<file path="src/verilog/light_regs_pkg.sv">
package light_regs_pkg;

  localparam int DATA_W = 16;
  localparam int ADDR_W = 4;

  localparam logic [3:0] OFF_SECOND_LOW   = 4'h3;
  localparam logic [3:0] OFF_Q_FIRST_HIGH = 4'h4;
  localparam logic [3:0] OFF_Q_FIRST_LOW  = 4'h5;
  localparam logic [3:0] OFF_Q_SECOND_HIGH = 4'h6;
  localparam logic [3:0] OFF_Q_SECOND_LOW = 4'h7;
  localparam logic [3:0] OFF_LOW_LIMIT    = 4'h8;
  localparam logic [3:0] OFF_HIGH_LIMIT   = 4'h9;

  localparam int RANGE_LSB   = 12;
  localparam int HIGH_MSB    = 11;
  localparam int LOW_LSB     = 8;
  localparam int COUNT_LSB   = 4;
  localparam int CHECK_LSB   = 0;
  localparam int MANT_SHIFT  = 8;

  localparam logic [15:0] LOW_LIMIT_RST  = 16'h0000;
  localparam logic [15:0] HIGH_LIMIT_RST = 16'hBFFF;
  localparam logic [15:0] RESULT_RST     = 16'h0000;

  typedef struct packed {
    logic [3:0]  range_code;
    logic [19:0] mantissa;
    logic [3:0]  sample_count;
    logic [3:0]  check_code;
  } sample_t;

  typedef struct packed {
    logic [15:0] high_word;
    logic [15:0] low_word;
  } word_pair_t;

endpackage

</file>
<file path="src/verilog/sample_bus_if.sv">
`timescale 1ns/1ps
interface sample_bus_if;
  logic                    valid;
  light_regs_pkg::sample_t sample;
  modport src (output valid, output sample);
  modport dst (input  valid, input  sample);
endinterface

</file>
<file path="src/verilog/sample_stamp.sv">
`timescale 1ns/1ps
module sample_stamp (
  input  wire logic        clk_i,
  input  wire logic        rst_i,
  input  wire logic        ce_i,
  input  wire logic        done_i,
  input  wire logic [3:0]  range_i,
  input  wire logic [11:0] high_i,
  input  wire logic [7:0]  low_i,
  sample_bus_if.src        out
);

  typedef struct packed {
    logic [3:0]              count;
    logic                    valid;
    light_regs_pkg::sample_t sample;
  } state_t;

  state_t s_r;
  state_t s_nxt;

  function automatic logic [3:0] check_of(input logic [3:0]  e,
                                          input logic [19:0] r,
                                          input logic [3:0]  c);
    logic [3:0] x;
    x = 4'h0;
    // (RULE4) Full parity.
    x[0] = ^{e, r, c};
    // (RULE5) Odd bits.
    x[1] = c[1] ^ c[3] ^ r[1] ^ r[3] ^ r[5] ^ r[7] ^ r[9] ^ r[11] ^
           r[13] ^ r[15] ^ r[17] ^ r[19] ^ e[1] ^ e[3];
    // (RULE6) Every fourth.
    x[2] = c[3] ^ r[3] ^ r[7] ^ r[11] ^ r[15] ^ r[19] ^ e[3];
    // (RULE7) Every eighth.
    x[3] = r[3] ^ r[11] ^ r[19];
    return x;
  endfunction

  always_comb begin
    logic [19:0] m;
    logic [3:0]  c;
    m = 20'h00000;
    c = 4'h0;
    s_nxt = s_r;
    s_nxt.valid = 1'b0;
    if (done_i) begin
      // (RULE3) Mantissa combine.
      m = (20'(high_i) << light_regs_pkg::MANT_SHIFT) + 20'(low_i);
      // (RULE2) Rolling counter.
      c = s_r.count + 4'h1;
      s_nxt.count = c;
      s_nxt.valid = 1'b1;
      // (RULE16) Consistent entry.
      s_nxt.sample.range_code   = range_i;
      s_nxt.sample.mantissa     = m;
      s_nxt.sample.sample_count = s_r.count;
      s_nxt.sample.check_code   = check_of(range_i, m, s_r.count);
    end
  end

  // The first sample carries count zero; the counter then advances.
  always_ff @(posedge clk_i) begin
    if (rst_i) begin
      s_r <= '0;
    end else if (ce_i) begin
      s_r <= s_nxt;
    end
  end

  assign out.valid  = s_r.valid & ce_i;
  assign out.sample = s_r.sample;

endmodule

</file>
<file path="src/verilog/light_result_fifo_threshold_regs.sv">
`timescale 1ns/1ps
// How it works
// (RULE1) Second-channel low mantissa byte in bits 15-8, read-only, reset zero.
// (RULE2) Four-bit per-channel counter in bits 7-4, increments per conversion.
// (RULE3) Mantissa equals high field shifted left eight plus low field.
// (RULE4) Check bit 0 is XOR of all exponent, mantissa, counter bits.
// (RULE5) Check bit 1 XORs counter 1,3, odd mantissa, exponent 1,3.
// (RULE6) Check bit 2 XORs counter 3, mantissa 3,7,11,15,19, exponent 3.
// (RULE7) Check bit 3 XORs mantissa 3,11,19; check sits in bits 3-0.
// (RULE8) Queued first exponent bits 15-12, high mantissa bits 11-0.
// (RULE9) Queued first low byte, counter, check in 15-8, 7-4, 3-0.
// (RULE10) Queued second exponent bits 15-12, high mantissa bits 11-0.
// (RULE11) Queued second low byte, counter, check in 15-8, 7-4, 3-0.
// (RULE12) Writable low limit, exponent and result, reset zero.
// (RULE13) Writable high limit, exponent resets B, result resets FFF.
// (RULE14) Exponent chooses full-scale range, scaling the mantissa.
// (RULE15) Channel select bit picks compared channel, 0 first, 1 second.
// (RULE16) Each conversion updates all fields of one entry together.
// (RULE17) Writes to read-only words are ignored.
module light_result_fifo_threshold_regs (
  input  wire logic        clk_i,
  input  wire logic        rst_i,
  input  wire logic        ce_i,
  input  wire logic        first_done_i,
  input  wire logic [3:0]  first_range_i,
  input  wire logic [11:0] first_high_i,
  input  wire logic [7:0]  first_low_i,
  input  wire logic        second_done_i,
  input  wire logic [3:0]  second_range_i,
  input  wire logic [11:0] second_high_i,
  input  wire logic [7:0]  second_low_i,
  input  wire logic        limit_channel_select_i,
  input  wire logic [3:0]  reg_addr_i,
  input  wire logic        reg_wr_i,
  input  wire logic [15:0] reg_wdata_i,
  input  wire logic        reg_rd_i,
  output logic      [15:0] reg_rdata_o,
  output logic             reg_rvalid_o,
  output logic      [15:0] low_limit_o,
  output logic      [15:0] high_limit_o,
  output logic      [3:0]  compare_range_o,
  output logic      [19:0] compare_mantissa_o
);

  typedef struct packed {
    light_regs_pkg::word_pair_t second_live;
    light_regs_pkg::word_pair_t q_first;
    light_regs_pkg::word_pair_t q_second;
    logic [15:0]                low_limit;
    logic [15:0]                high_limit;
    logic [15:0]                rdata;
    logic                       rvalid;
    logic [3:0]                 cmp_range;
    logic [19:0]                cmp_mant;
  } state_t;

  state_t s_r;
  state_t s_nxt;

  // The word layout is fixed by the package. A package edit that moves the
  // range field off the high mantissa, the counter off the check code, or the
  // low byte off the mantissa shift is refused here, because the packing
  // function below would otherwise drop bits without a warning.
  if (light_regs_pkg::DATA_W != 16) begin : g_bad_width
    $error("register words must be sixteen bits wide");
  end
  if (light_regs_pkg::RANGE_LSB != light_regs_pkg::HIGH_MSB + 1) begin : g_bad_range
    $error("range field must sit directly above the high mantissa");
  end
  if (light_regs_pkg::LOW_LSB != light_regs_pkg::MANT_SHIFT) begin : g_bad_low
    $error("low mantissa byte must be as wide as the mantissa shift");
  end
  if (light_regs_pkg::COUNT_LSB != light_regs_pkg::CHECK_LSB + 4) begin : g_bad_count
    $error("counter field must sit directly above the check code");
  end

  sample_bus_if first_bus ();
  sample_bus_if second_bus ();

  sample_stamp u_first (
    .clk_i   (clk_i),
    .rst_i   (rst_i),
    .ce_i    (ce_i),
    .done_i  (first_done_i),
    .range_i (first_range_i),
    .high_i  (first_high_i),
    .low_i   (first_low_i),
    .out     (first_bus.src)
  );

  sample_stamp u_second (
    .clk_i   (clk_i),
    .rst_i   (rst_i),
    .ce_i    (ce_i),
    .done_i  (second_done_i),
    .range_i (second_range_i),
    .high_i  (second_high_i),
    .low_i   (second_low_i),
    .out     (second_bus.src)
  );

  function automatic light_regs_pkg::word_pair_t pack_sample(
      input light_regs_pkg::sample_t smp);
    light_regs_pkg::word_pair_t w;
    w = '0;
    w.high_word[15:light_regs_pkg::RANGE_LSB] = smp.range_code;
    w.high_word[light_regs_pkg::HIGH_MSB:0] =
      smp.mantissa[19:light_regs_pkg::MANT_SHIFT];
    w.low_word[15:light_regs_pkg::LOW_LSB] =
      smp.mantissa[light_regs_pkg::MANT_SHIFT-1:0];
    w.low_word[light_regs_pkg::LOW_LSB-1:light_regs_pkg::COUNT_LSB] =
      smp.sample_count;
    w.low_word[light_regs_pkg::COUNT_LSB-1:light_regs_pkg::CHECK_LSB] =
      smp.check_code;
    return w;
  endfunction

  always_comb begin
    light_regs_pkg::word_pair_t sel;
    sel = '0;
    s_nxt = s_r;
    s_nxt.rvalid = 1'b0;

    // (RULE16) Whole-entry update.
    if (first_bus.valid) begin
      // (RULE8) First queue high.
      // (RULE9) First queue low.
      s_nxt.q_first = pack_sample(first_bus.sample);
    end
    if (second_bus.valid) begin
      // (RULE1) Live second low.
      s_nxt.second_live = pack_sample(second_bus.sample);
      // (RULE10) Second queue high.
      // (RULE11) Second queue low.
      s_nxt.q_second = pack_sample(second_bus.sample);
    end

    // (RULE12) Low limit write.
    // (RULE13) High limit write.
    // (RULE17) Read-only ignored.
    if (reg_wr_i) begin
      case (reg_addr_i)
        light_regs_pkg::OFF_LOW_LIMIT: begin
          s_nxt.low_limit = reg_wdata_i;
        end
        light_regs_pkg::OFF_HIGH_LIMIT: begin
          s_nxt.high_limit = reg_wdata_i;
        end
        default: begin
        end
      endcase
    end

    // Reads return the value held before this cycle's update.
    if (reg_rd_i) begin
      s_nxt.rvalid = 1'b1;
      case (reg_addr_i)
        light_regs_pkg::OFF_SECOND_LOW: begin
          s_nxt.rdata = s_r.second_live.low_word;
        end
        light_regs_pkg::OFF_Q_FIRST_HIGH: begin
          s_nxt.rdata = s_r.q_first.high_word;
        end
        light_regs_pkg::OFF_Q_FIRST_LOW: begin
          s_nxt.rdata = s_r.q_first.low_word;
        end
        light_regs_pkg::OFF_Q_SECOND_HIGH: begin
          s_nxt.rdata = s_r.q_second.high_word;
        end
        light_regs_pkg::OFF_Q_SECOND_LOW: begin
          s_nxt.rdata = s_r.q_second.low_word;
        end
        light_regs_pkg::OFF_LOW_LIMIT: begin
          s_nxt.rdata = s_r.low_limit;
        end
        light_regs_pkg::OFF_HIGH_LIMIT: begin
          s_nxt.rdata = s_r.high_limit;
        end
        default: begin
          s_nxt.rdata = light_regs_pkg::RESULT_RST;
        end
      endcase
    end

    // (RULE15) Compare channel select.
    sel = limit_channel_select_i ? s_r.q_second : s_r.q_first;
    // (RULE14) Exponent as range.
    s_nxt.cmp_range = sel.high_word[15:light_regs_pkg::RANGE_LSB];
    // (RULE3) Mantissa rebuild.
    s_nxt.cmp_mant =
      (20'(sel.high_word[light_regs_pkg::HIGH_MSB:0])
        << light_regs_pkg::MANT_SHIFT) +
      20'(sel.low_word[15:light_regs_pkg::LOW_LSB]);
  end

  always_ff @(posedge clk_i) begin
    if (rst_i) begin
      s_r <= '0;
      s_r.low_limit <= light_regs_pkg::LOW_LIMIT_RST;
      s_r.high_limit <= light_regs_pkg::HIGH_LIMIT_RST;
    end else if (ce_i) begin
      s_r <= s_nxt;
    end
  end

  assign reg_rdata_o        = s_r.rdata;
  assign reg_rvalid_o       = s_r.rvalid;
  assign low_limit_o        = s_r.low_limit;
  assign high_limit_o       = s_r.high_limit;
  assign compare_range_o    = s_r.cmp_range;
  assign compare_mantissa_o = s_r.cmp_mant;

endmodule

</file>
<file path="config.mk">
export PLATFORM = sky130hd
export DESIGN_NAME = light_result_fifo_threshold_regs
export DESIGN_NICKNAME = d
export VERILOG_FILES = /design/src/verilog/light_regs_pkg.sv /design/src/verilog/sample_bus_if.sv /design/src/verilog/sample_stamp.sv /design/src/verilog/light_result_fifo_threshold_regs.sv
export SDC_FILE = /design/constraint.sdc
export NUM_CORES = 1
export LEC_CHECK = 0
export ABC_AREA = 1
export BUFFER_PORTS_ARGS = -buffer_cell sky130_fd_sc_hd__buf_4
export CORE_UTILIZATION = 45
export DETAILED_ROUTE_END_ITERATION = 12
export PLACE_DENSITY_LB_ADDON = 0.12
export SLEW_MARGIN = 20
export SYNTH_ARGS = -nofsm -noshare
export SYNTH_HDL_FRONTEND = slang
export SYNTH_HIERARCHICAL = 1
export SYNTH_SLANG_ARGS = --single-unit
</file>
<file path="constraint.sdc">
create_clock -name clk_i -period 1.8 [get_ports clk_i]
set_input_delay 0.09 -clock clk_i [delete_from_list [all_inputs] [get_ports clk_i]]
set_output_delay 0.09 -clock clk_i [all_outputs]
set_load 0.03 [all_outputs]
</file>
==> results of run 1 <==
## per-layer routing
metal	wire (um)	vias up	global-route usage, %
met4	1100	0	9.31
met1	15400	4629	35.2
li1	-	5331	-
met2	12800	322	34.7
met5	0	-	0
met3	1630	61	2.76
## area by class of cell
type,instances,area (um2)
clock buffer,31,616
inverter,136,510
tap,324,405
clock inverter,8,101
multi-input combinational,1118,5160
sequential,211,4220
timing repair buffer,243,2050
fill,2478,11500
## power by group through the flow
stage / clock, mW / sequential (mW) / combinational [mW]
3_5_place_dp: 0 / 5.11 / 1.67
6_report: 4.57 / 5.01 / 1.79
4_1_cts: 4.66 / 5.01 / 1.79
3_3_place_gp: 0 / 5.11 / 1.64
2_1_floorplan: 0 / 5.06 / 1.34
5_1_grt: 4.89 / 5.03 / 2.00
## cell usage in the layout (no fill, tap or decap), types with 14 or more instances in the layout
cell type                       instances
sky130_fd_sc_hd__inv_1                116
sky130_fd_sc_hd__xor2_1                18
sky130_fd_sc_hd__xnor2_1               28
sky130_fd_sc_hd__inv_2                 19
sky130_fd_sc_hd__o21ai_0              156
sky130_fd_sc_hd__nand2_1              411
sky130_fd_sc_hd__buf_4                171
sky130_fd_sc_hd__nor2_1               200
sky130_fd_sc_hd__dlygate4sd3_1         67
sky130_fd_sc_hd__o211ai_1              26
sky130_fd_sc_hd__dfxtp_1              211
sky130_fd_sc_hd__nand4_1               14
sky130_fd_sc_hd__nand3_1              141
sky130_fd_sc_hd__a21oi_1               92
sky130_fd_sc_hd__clkbuf_16             23
## sequential cells by signal (all words and copies together), names as in the netlist
name and flops:
high_limit_o 16, compare_mantissa_o 20, u_first/out.sample 32, reg_rvalid_o 1, s_r 64, u_second/out.sample 32, reg_rdata_o 16, u_second/s_r 5
compare_range_o 4, u_first/s_r 5, low_limit_o 16
## logic make-up after synthesis
group	count (synthesis)	synth area share, %
AOI/OAI and AO/OA	274	12.6
xor gates and xnor gates	46	3.54
adders and majority gates	2	0.220
buffers and inverters	370	17.5
DFF	211	37.2
and+or+nand+nor	796	29.0
## final timing paths
kind | start | endpoint | slack (ps)
max | u_first/s_r[33] | u_first/out.sample[0] | 200
min reg2reg | u_second/s_r[32] | u_second/s_r[32] | 460
min | first_range_i[3] | u_first/out.sample[1] | 40
max reg2reg | u_first/s_r[33] | u_first/out.sample[0] | 200
## critical path, cell delays in order (launching register included)
cell and delay (ps):
sky130_fd_sc_hd__dfxtp_1 330, sky130_fd_sc_hd__ha_1 330, sky130_fd_sc_hd__inv_1 60, sky130_fd_sc_hd__nand2_1 70, sky130_fd_sc_hd__nand2_2 90, sky130_fd_sc_hd__nand2_2 50, sky130_fd_sc_hd__nand2_2 80, sky130_fd_sc_hd__inv_2 40
sky130_fd_sc_hd__nand2_1 50, sky130_fd_sc_hd__nand2_1 60, sky130_fd_sc_hd__nand2_1 70, sky130_fd_sc_hd__nand2_1 50, sky130_fd_sc_hd__nand2_1 50, sky130_fd_sc_hd__nand3_1 70, sky130_fd_sc_hd__nand2_1 70, sky130_fd_sc_hd__inv_1 30
## through the flow
stage / area (um2) / total power [mW] / hold WS, ps / setup slack (ps)
floorplan: 11400 / 6.40 / 159 / 348
global placement: 11700 / 6.75 / 298 / 271
CTS: 13100 / 11.5 / 16.6 / 218
finish: 13100 / 11.4 / 35.3 / 203
detailed placement: 11700 / 6.78 / 303 / 226
global route: 13100 / 11.9 / 80.7 / 14.8
==> parameters.txt, run 1 <==
Parameter                              Value

Status
  Result of the run    completed

Yosys
  Mean Syn Cell Area    6.69 um2
  Syn Nets    1777
  Number of distinct library cells after synthesis    25
  Number of enable-type register cells in the synthesized netlist    0
  Area share of the largest cell type after synthesis    37.2%
  Post-synthesis async set-or-reset flop share    0%
  Cells taking the most area after synthesis    sky130_fd_sc_hd__dfxtp_1, sky130_fd_sc_hd__nand2_1, sky130_fd_sc_hd__buf_4, sky130_fd_sc_hd__o21ai_0, sky130_fd_sc_hd__nor2_1
  Synth Flop Type    sky130_fd_sc_hd__dfxtp_1
  Most used standard cells in the synthesized netlist    sky130_fd_sc_hd__nand2_1, sky130_fd_sc_hd__dfxtp_1, sky130_fd_sc_hd__nor2_1, sky130_fd_sc_hd__o21ai_0, sky130_fd_sc_hd__buf_4
  Syn. warnings    6
  Post-synthesis sequential area ratio    37.2%
  Most common cell in the netlist    sky130_fd_sc_hd__nand2_1
  Number of instances in the synthesized netlist    1699
  Cell area after technology mapping    0.0114 mm2
  Synthesized flop and latch total    211
  Area leader, netlist    sky130_fd_sc_hd__dfxtp_1

STA
  Largest clock skew in the final design    15.2 ps
  Final hold viol count    0
  Relative max-transition margin    50.3%
  Final clock period utilization by the worst path    88.7%
  Clock period minus final worst setup slack    1600 ps
  Actual slew at the worst max-slew pin    745 ps
  Maximum frequency from static timing analysis    626 MHz
  Final Max Slew Viols    0
  Setup repair after global routing missed its margin    false
  Total setup violations reported at the end of the flow    0
  Fin Setup TNS    0 ps

Setup path
  Endpoint kind of the worst setup timing path    flip-flop
  Startpoint types    flip-flop
  Logic depth of the worst register-to-register path    15
  Crit Path Max Fanout    4
  Worst Path Class, Setup    flip-flop to flip-flop
  Required time of the critical path    2220 ps
  WP data arrival    2010 ps

Placement
  Count of port buffers added during placement    148
  Routability congestion estimate    0.915
  Cell count after placement    1965
  Detailed-placement wirelength estimate    22.9 mm

Power
  Combinational group share of total power    15.8%
  Sequential power share    44.1%
  Clock group share of total power    40.2%
  Net switching power    3.10 mW
  Switching portion of total power    27.3%
  IR Drop Worst-Case VDD    0.000668 V
  Static leakage    6.20 nW
  Power per cell area    870 mW/mm2
  Cell-internal power    8.27 mW

GRT
  Number of antenna violations at the first check in global routing    0
  Pin count of the biggest net entering global routing    72
  Wire length of the first global-routing pass    49.2 mm
  Remaining Overflow, GRT    0
  Tot GR Track Use    23.7%
  Via count of the first global-routing pass    9271

Flow run
  Number of violations of the max-capacitance limit    0

Worst hold path
  Count of cells along the worst hold path    6
  Worst min-delay path class    primary input to flip-flop

Die
  Die Ht    161 um
  Rows    57
  Effective utilization at floorplan    46.3%
  Core footprint    0.0245 mm2
  Floorplan die area    0.0259 mm2
  Chip Width    161 um
  Number of I/O pins    149

Clock tree
  H-tree depth    1
  Clock-pin slew of the registers on the worst-case setup and hold paths    60 ps
  CTS tree    built
  Post-CTS Hold Buffers    67
  Clock buffer depth    3
  Post-cts gate resize count    0
  Number of buffers created by CTS    23
  Post-CTS setup buffer count    0
  Clock latency reported for the late side of the worst-skew pair    520 ps
  Root Buffer Master    sky130_fd_sc_hd__clkbuf_16
  Number of clock sinks    211

Detailed routing
  DRT Pass-1 Iters    5
  Number of remaining DRC errors    0
  Antenna viol nets, final    0
  Vias    10300
  Final routed wire length divided by cell count    14.9 um
  Initial drt markers    922
  Avg Vias per Cell    4.99
  Total detailed-routing wirelength    30.9 mm

Final layout
  Antenna Diode Count    0
  Fraction of final layout cells with drive strength greater than 1    14.1%
  Final non-filler cell total    2071
  Post-Route Utilization    53.3%
  Total number of nets in the final design    1811
  Area growth, synth to finish    15.0%
Power figures use the tool's default switching activity.
==> inputs of run 2 (changes only) <==
--- a/config.mk
+++ b/config.mk
@@ -7,6 +7,7 @@
 export LEC_CHECK = 0
 export ABC_AREA = 1
 export BUFFER_PORTS_ARGS = -buffer_cell sky130_fd_sc_hd__buf_4
+export CORE_ASPECT_RATIO = 1.2
 export CORE_UTILIZATION = 45
 export DETAILED_ROUTE_END_ITERATION = 12
 export PLACE_DENSITY_LB_ADDON = 0.12
==> run 2 against run 1 <==
Via count decreased by 0.51%. Non-clock buffer count decreased by 1. Utilization decreased by 0.70 points. Fmax decreased by 8.0%. Clock power decreased by 4%. Wire length decreased by 1.5%. Critical path depth decreased by 7. Combinational power about the same. Global-route usage decreased by 0.48 points. Hold slack got worse by 20 ps. Register-to-register slack about the same. Critical path type is now primary input to flip-flop. Largest cell class unchanged. Highest routed layer unchanged.
==> parameters.txt, run 2 (synthesis results as in run 1) <==
Parameter                              Value

Die
  Effective utilization at floorplan    45.9% (was 46.3%)
  Rows    63 (was 57)
  Number of I/O pins    149 (unchanged)
  Die Ht    176 um (was 161 um)
  Floorplan die area    0.0259 mm2 (about the same)
  Chip Width    147 um (was 161 um)
  Core footprint    0.0248 mm2 (was 0.0245 mm2)

Power
  Cell-internal power    8.15 mW (was 8.27 mW)
  Power per cell area    859 mW/mm2 (was 870 mW/mm2)
  Clock group share of total power    39.3% (was 40.2%)
  IR Drop Worst-Case VDD    0.000477 V (was 0.000668 V)
  Combinational group share of total power    15.9% (was 15.8%)
  Static leakage    6.17 nW (was 6.20 nW)
  Sequential power share    44.8% (was 44.1%)
  Switching portion of total power    27.1% (was 27.3%)
  Net switching power    3.02 mW (was 3.10 mW)

Detailed routing
  Total detailed-routing wirelength    30.5 mm (was 30.9 mm)
  Avg Vias per Cell    4.97 (was 4.99)
  Final routed wire length divided by cell count    14.7 um (was 14.9 um)
  Number of remaining DRC errors    0 (unchanged)
  Vias    10300 (about the same)
  DRT Pass-1 Iters    5 (unchanged)
  Antenna viol nets, final    0 (unchanged)
  Initial drt markers    771 (was 922)

Final layout
  Final non-filler cell total    2069 (was 2071)
  Total number of nets in the final design    1808 (was 1811)
  Leading cell type in the layout, fill and taps excluded    sky130_fd_sc_hd__nand2_1 (unchanged)
  Final instance area    0.0130 mm2 (was 0.0131 mm2)
  Total of fill cells in the finished design    2517 (was 2478)
  Largest register by flop count    s_r (unchanged)
  Area growth, synth to finish    14.5% (was 15.0%)
  Antenna Diode Count    0 (unchanged)
  Fraction of final layout cells with drive strength greater than 1    14.0% (was 14.1%)
  Commonest cells after routing, fill and taps aside    sky130_fd_sc_hd__nand2_1, sky130_fd_sc_hd__dfxtp_1, sky130_fd_sc_hd__nor2_1 (unchanged)
  Flip-flop count of the largest register, all copies and words added    64 (unchanged)

Worst hold path
  Count of cells along the worst hold path    3 (was 6)
  Worst min-delay path class    primary input to flip-flop (unchanged)

Setup path
  Crit Path Max Fanout    24 (was 4)
  CP top delay family    buffers and inverters (was simple AND/OR/NAND/NOR gates)
  Required time of the critical path    2240 ps (was 2220 ps)
  Worst Path Class, Setup    primary input to flip-flop (was flip-flop to flip-flop)
  Number of buffers and inverters on the critical path    4 (was 3)
  Startpoint types    primary input (was flip-flop)
  Logic depth of the worst register-to-register path    15 (unchanged)
  Critical-path top delay cell    sky130_fd_sc_hd__dlygate4sd3_1 (was sky130_fd_sc_hd__dfxtp_1)
  Worst path depth    8 (was 15)
  Endpoint kind of the worst setup timing path    flip-flop (unchanged)
  WP data arrival    2180 ps (was 2010 ps)
  Cell type with the highest occurrence count on the critical path    sky130_fd_sc_hd__inv_2 (was sky130_fd_sc_hd__nand2_1)
  Cell breakdown of the critical path    buf_4, inv_2, nor2_4, nand3_2, inv_2, nand2_1, a21oi_1, dlygate4sd3_1 (was ha_1, inv_1, nand2_1, nand2_2, nand2_2, nand2_2, inv_2, nand2_1, nand2_1, nand2_1, nand2_1, nand2_1, nand3_1, nand2_1, inv_1)
  Max stage delay on crit path    570 ps (was 330 ps)

STA
  Clock period minus final worst setup slack    1740 ps (was 1600 ps)
  Final clock period utilization by the worst path    96.5% (was 88.7%)
  Relative max-transition margin    50.7% (was 50.3%)
  Final hold viol count    0 (unchanged)
  Total setup violations reported at the end of the flow    0 (unchanged)
  Largest clock skew in the final design    4.79 ps (was 15.2 ps)
  Setup repair after global routing missed its margin    false (unchanged)
  Actual slew at the worst max-slew pin    739 ps (was 745 ps)
  Final Max Slew Viols    0 (unchanged)
  Fin Setup TNS    0 ps (unchanged)
  Maximum frequency from static timing analysis    576 MHz (was 626 MHz)

Placement
  Count of port buffers added during placement    148 (unchanged)
  Cell count after placement    1964 (was 1965)
  Detailed-placement wirelength estimate    22.7 mm (was 22.9 mm)
  Area after DPL    0.0116 mm2 (was 0.0117 mm2)
  Routability congestion estimate    0.907 (was 0.915)

Clock tree
  Clock-pin slew of the registers on the worst-case setup and hold paths    60 ps (about the same)
  Post-cts gate resize count    0 (unchanged)
  Post-CTS Hold Buffers    68 (was 67)
  Clock buffer depth    3 (unchanged)
  Number of clock sinks    211 (unchanged)
  H-tree depth    1 (unchanged)
  Clock latency reported for the late side of the worst-skew pair    500 ps (was 520 ps)
  Post-CTS setup buffer count    0 (unchanged)
  CTS tree    built (unchanged)
  Root Buffer Master    sky130_fd_sc_hd__clkbuf_16 (unchanged)
  Number of buffers created by CTS    21 (was 23)

GRT
  Number of antenna violations at the first check in global routing    0 (unchanged)
  Tot GR Track Use    23.3% (was 23.7%)
  Via count of the first global-routing pass    9134 (was 9271)
  Wire length of the first global-routing pass    48.3 mm (was 49.2 mm)
  Pin count of the biggest net entering global routing    90 (was 72)
  Remaining Overflow, GRT    0 (unchanged)

Flow run
  Number of violations of the max-capacitance limit    0 (unchanged)

Status
  Result of the run    completed (unchanged)
-- run 2: per-stage QoR --
step / util, % / setup slack (ps) / power, mW / hold WS (ps)
finish: 52.6 / 63.6 / 11.2 / 15.3
CTS: 52.6 / 171 / 11.3 / 4.06
floorplan: - / 348 / 6.40 / 159
global placement: 47.0 / 271 / 6.73 / 301
detailed placement: 47.0 / 199 / 6.76 / 304
global route: 52.6 / 2.64 / 11.7 / 14.6
-- run 2: power groups by stage --
stage	Sequential (mW)	Combinational [mW]	Clock [mW]
global route	5.03	1.98	4.69
detailed placement	5.11	1.65	0
global placement	5.11	1.62	0
floorplan	5.06	1.34	0
finish	5.01	1.77	4.39
CTS	5.01	1.77	4.49
-- run 2: worst register-to-register path, cell delays in order (launching register included) --
cell                      delay (ps)
sky130_fd_sc_hd__dfxtp_1         340
sky130_fd_sc_hd__ha_1            340
sky130_fd_sc_hd__inv_1            60
sky130_fd_sc_hd__nand2_1          60
sky130_fd_sc_hd__nand2_2          80
sky130_fd_sc_hd__nand2_2          40
sky130_fd_sc_hd__nand2_2          70
sky130_fd_sc_hd__inv_2            40
sky130_fd_sc_hd__nand2_1          50
sky130_fd_sc_hd__nand2_1          70
sky130_fd_sc_hd__nand2_1          80
sky130_fd_sc_hd__nand2_1          50
sky130_fd_sc_hd__nand2_1          50
sky130_fd_sc_hd__nand3_1          70
sky130_fd_sc_hd__nand2_1          60
sky130_fd_sc_hd__inv_1            30
-- run 2: layer usage --
layer  GRT usage (%)  wire length, um
met1            32.4            14400
met5               0                0
met3            2.48             1680
met4            8.42              924
met2            37.1            13500
-- run 2: final cells by class --
| type | count | area [um2] | share of cell area (%) |
|---|---|---|---|
| Multi-Input combinational cell | 1118 | 5160 | 39.6 |
| Sequential cell | 211 | 4220 | 32.5 |
| Timing Repair Buffer | 242 | 2020 | 15.6 |
| Clock buffer | 29 | 586 | 4.50 |
| Inverter | 136 | 510 | 3.92 |
| Tap cell | 325 | 407 | 3.13 |
| Clock inverter | 8 | 103 | 0.789 |
-- run 2: worst paths after layout --
kind	from	end	slack [ps]
worst max-delay path	reg_addr_i[3]	high_limit_o[14]	60
worst min-delay path	ce_i	compare_range_o[2]	20
worst max register to register	u_first/s_r[33]	u_first/out.sample[0]	210
worst min register to register	u_second/s_r[32]	u_second/s_r[32]	460
==> inputs of run 3 (changes only) <==
--- a/config.mk
+++ b/config.mk
@@ -11,6 +11,7 @@
 export CORE_UTILIZATION = 45
 export DETAILED_ROUTE_END_ITERATION = 12
 export PLACE_DENSITY_LB_ADDON = 0.12
+export SETUP_SLACK_MARGIN = 0.5
 export SLEW_MARGIN = 20
 export SYNTH_ARGS = -nofsm -noshare
 export SYNTH_HDL_FRONTEND = slang
==> run 3 against run 2 <==
Setup slack improved by 240 ps. Combinational power rose by 3%. Wire length is 0.34% higher. First-iteration DRC count grew 2.3%. Clock power about the same. Sequential share of layout area shrank 0.12 points. Highest routed layer unchanged. Global-route usage up 0.37 points.
==> parameters.txt, run 3 (synthesis results as in run 1) <==
Parameter                              Value

Status
  Result of the run    completed (unchanged)

Setup path
  Cell type with the highest occurrence count on the critical path    sky130_fd_sc_hd__nand2_1 (was sky130_fd_sc_hd__inv_2)
  WP data arrival    1890 ps (was 2180 ps)
  Endpoint kind of the worst setup timing path    flip-flop (unchanged)
  CP top delay family    simple AND/OR/NAND/NOR gates (was buffers and inverters)
  Worst Path Class, Setup    flip-flop to flip-flop (was primary input to flip-flop)
  Slack of the worst reg-to-reg path    300 ps (was 210 ps)
  Max stage delay on crit path    340 ps (was 570 ps)
  Cell breakdown of the critical path    ha_4, inv_2, nand2_2, nand3_2, nand2_2, inv_2, nand2_1, nand2_2, nand2_1, nand2_1, nand2_1, nand3_1, nand2_1, inv_1 (was buf_4, inv_2, nor2_4, nand3_2, inv_2, nand2_1, a21oi_1, dlygate4sd3_1)
  Required time of the critical path    2200 ps (was 2240 ps)
  Number of buffers and inverters on the critical path    3 (was 4)
  Startpoint types    flip-flop (was primary input)
  Critical-path top delay cell    sky130_fd_sc_hd__dfxtp_2 (was sky130_fd_sc_hd__dlygate4sd3_1)
  Crit Path Max Fanout    4 (was 24)

STA
  Largest clock skew in the final design    17.5 ps (was 4.79 ps)
  Actual slew at the worst max-slew pin    768 ps (was 739 ps)
  Maximum frequency from static timing analysis    668 MHz (was 576 MHz)
  Final hold viol count    0 (unchanged)
  Fin Setup TNS    0 ps (unchanged)
  Slack of the critical path    302 ps (was 63.6 ps)
  Final Max Slew Viols    0 (unchanged)
  Worst-case hold slack    6.19 ps (was 15.3 ps)
  Relative max-transition margin    48.8% (was 50.7%)
  Clock period minus final worst setup slack    1500 ps (was 1740 ps)
  Setup repair after global routing missed its margin    true (was false)
  Final clock period utilization by the worst path    83.2% (was 96.5%)
  Total setup violations reported at the end of the flow    0 (unchanged)

GRT
  Tot GR Track Use    23.6% (was 23.3%)
  Via count of the first global-routing pass    9415 (was 9134)
  Pin count of the biggest net entering global routing    136 (was 90)
  Remaining Overflow, GRT    0 (unchanged)
  Wire length of the first global-routing pass    49.3 mm (was 48.3 mm)
  Number of antenna violations at the first check in global routing    0 (unchanged)

Power
  Total power draw    11.2 mW (about the same)
  Net switching power    3.05 mW (was 3.02 mW)
  Clock group share of total power    39.0% (was 39.3%)
  Switching portion of total power    27.3% (was 27.1%)
  Cell-internal power    8.13 mW (was 8.15 mW)
  IR Drop Worst-Case VDD    0.000524 V (was 0.000477 V)
  Sequential power share    44.8% (about the same)
  Static leakage    6.19 nW (was 6.17 nW)
  Combinational group share of total power    16.2% (was 15.9%)
  Power per cell area    853 mW/mm2 (was 859 mW/mm2)

Detailed routing
  Antenna viol nets, final    0 (unchanged)
  Final routed wire length divided by cell count    14.8 um (was 14.7 um)
  Avg Vias per Cell    4.96 (was 4.97)
  Initial drt markers    789 (was 771)
  Total detailed-routing wirelength    30.6 mm (was 30.5 mm)
  Number of remaining DRC errors    0 (unchanged)
  Vias    10300 (about the same)
  DRT Pass-1 Iters    5 (unchanged)

Die
  Die Ht    176 um (unchanged)
  Chip Width    147 um (unchanged)
  Number of I/O pins    149 (unchanged)
  Effective utilization at floorplan    45.9% (unchanged)
  Rows    63 (unchanged)
  Core footprint    0.0248 mm2 (unchanged)
  Floorplan die area    0.0259 mm2 (unchanged)

Clock tree
  Number of clock sinks    211 (unchanged)
  Number of buffers created by CTS    21 (unchanged)
  CTS tree    built (unchanged)
  H-tree depth    1 (unchanged)
  Clock latency reported for the late side of the worst-skew pair    510 ps (was 500 ps)
  Clock buffer depth    3 (unchanged)
  Root Buffer Master    sky130_fd_sc_hd__clkbuf_16 (unchanged)
  Clock-pin slew of the registers on the worst-case setup and hold paths    60 ps (about the same)

Final layout
  Total number of nets in the final design    1807 (was 1808)
  Commonest cells after routing, fill and taps aside    sky130_fd_sc_hd__nand2_1, sky130_fd_sc_hd__dfxtp_1, sky130_fd_sc_hd__nor2_1 (unchanged)
  Area growth, synth to finish    15.3% (was 14.5%)
  Final non-filler cell total    2067 (was 2069)
  Fraction of final layout cells with drive strength greater than 1    16.3% (was 14.0%)
  Largest register by flop count    s_r (unchanged)
  Area used by multi-input combinational logic    0.00526 mm2 (was 0.00516 mm2)
  Antenna Diode Count    0 (unchanged)
  Register area    0.00424 mm2 (was 0.00422 mm2)
  Leading cell type in the layout, fill and taps excluded    sky130_fd_sc_hd__nand2_1 (unchanged)
  Flip-flop count of the largest register, all copies and words added    64 (unchanged)
  Total of fill cells in the finished design    2519 (was 2517)

Worst hold path
  Worst min-delay path class    primary input to flip-flop (unchanged)

Placement
  Detailed-placement wirelength estimate    22.5 mm (was 22.7 mm)
  Cell count after placement    1964 (unchanged)
  Count of port buffers added during placement    148 (unchanged)
  Post-Place Worst Slack    185 ps (was 199 ps)
  Routability congestion estimate    0.891 (was 0.907)

Flow run
  Number of violations of the max-capacitance limit    0 (unchanged)
-- run 3: cell types whose count changed in the layout (fill, tap and decap cells not counted), sizes merged --
cell         previous run  this run
bufinv                  2         1
clkbuf                 29        30
dlygate4sd3            68        63
clkinvlp                2         1
buf                   174       178
-- run 3: power by group through the flow --
stage / sequential, mW / clock (mW) / combinational (mW)
after floorplan: 5.06 / 0 / 1.35
after global placement: 5.11 / 0 / 1.63
after detailed placement: 5.11 / 0 / 1.66
after CTS: 5.01 / 4.44 / 1.79
after global routing: 5.03 / 4.61 / 2.03
final: 5.01 / 4.36 / 1.82
-- run 3: worst min-delay path, cell delays in order --
cell and delay (ps):
sky130_fd_sc_hd__buf_4 130, sky130_fd_sc_hd__o21ai_0 150, sky130_fd_sc_hd__nor2_1 100
-- run 3: final cells by class --
class,instances,area share [%]
Timing Repair Buffer,241,15.3
Clock buffer,30,4.72
Clock inverter,6,0.468
Inverter,136,3.97
Multi-Input combinational cell,1118,40.1
Sequential cell,211,32.3
Tap cell,325,3.10
-- run 3: stage by stage --
| stage | utilization [%] | cell area [um2] |
|---|---|---|
| 2_1_floorplan | - | 11400 |
| 3_3_place_gp | 47.2 | 11700 |
| 3_5_place_dp | 47.2 | 11700 |
| 4_1_cts | 52.7 | 13000 |
| 5_1_grt | 53.0 | 13100 |
| 6_report | 53.0 | 13100 |
-- run 3: timing repair --
item	in CTS	in global routing
buffers inserted	2	2
endpoints found under the hold margin	85	0
resized for setup	17	18
hold buffers	63	0
setup endpoints to repair	33	30
pin swaps	3	11
-- run 3: worst paths after layout --
check,cells past startpoint,startpoint,end
max,14,u_second/s_r[33],u_second/out.sample[0]
min,3,first_low_i[5],u_first/out.sample[13]
max reg2reg,14,u_second/s_r[33],u_second/out.sample[0]
min reg2reg,2,u_first/s_r[32],u_first/s_r[32]
-- run 3: layer usage --
metal	wire length (um)	global-route usage [%]	vias to the layer above
met5	0	0	-
met4	1340	10.5	0
met3	1400	2.38	61
met2	13200	37.2	295
met1	14600	32.7	4576
li1	-	-	5327
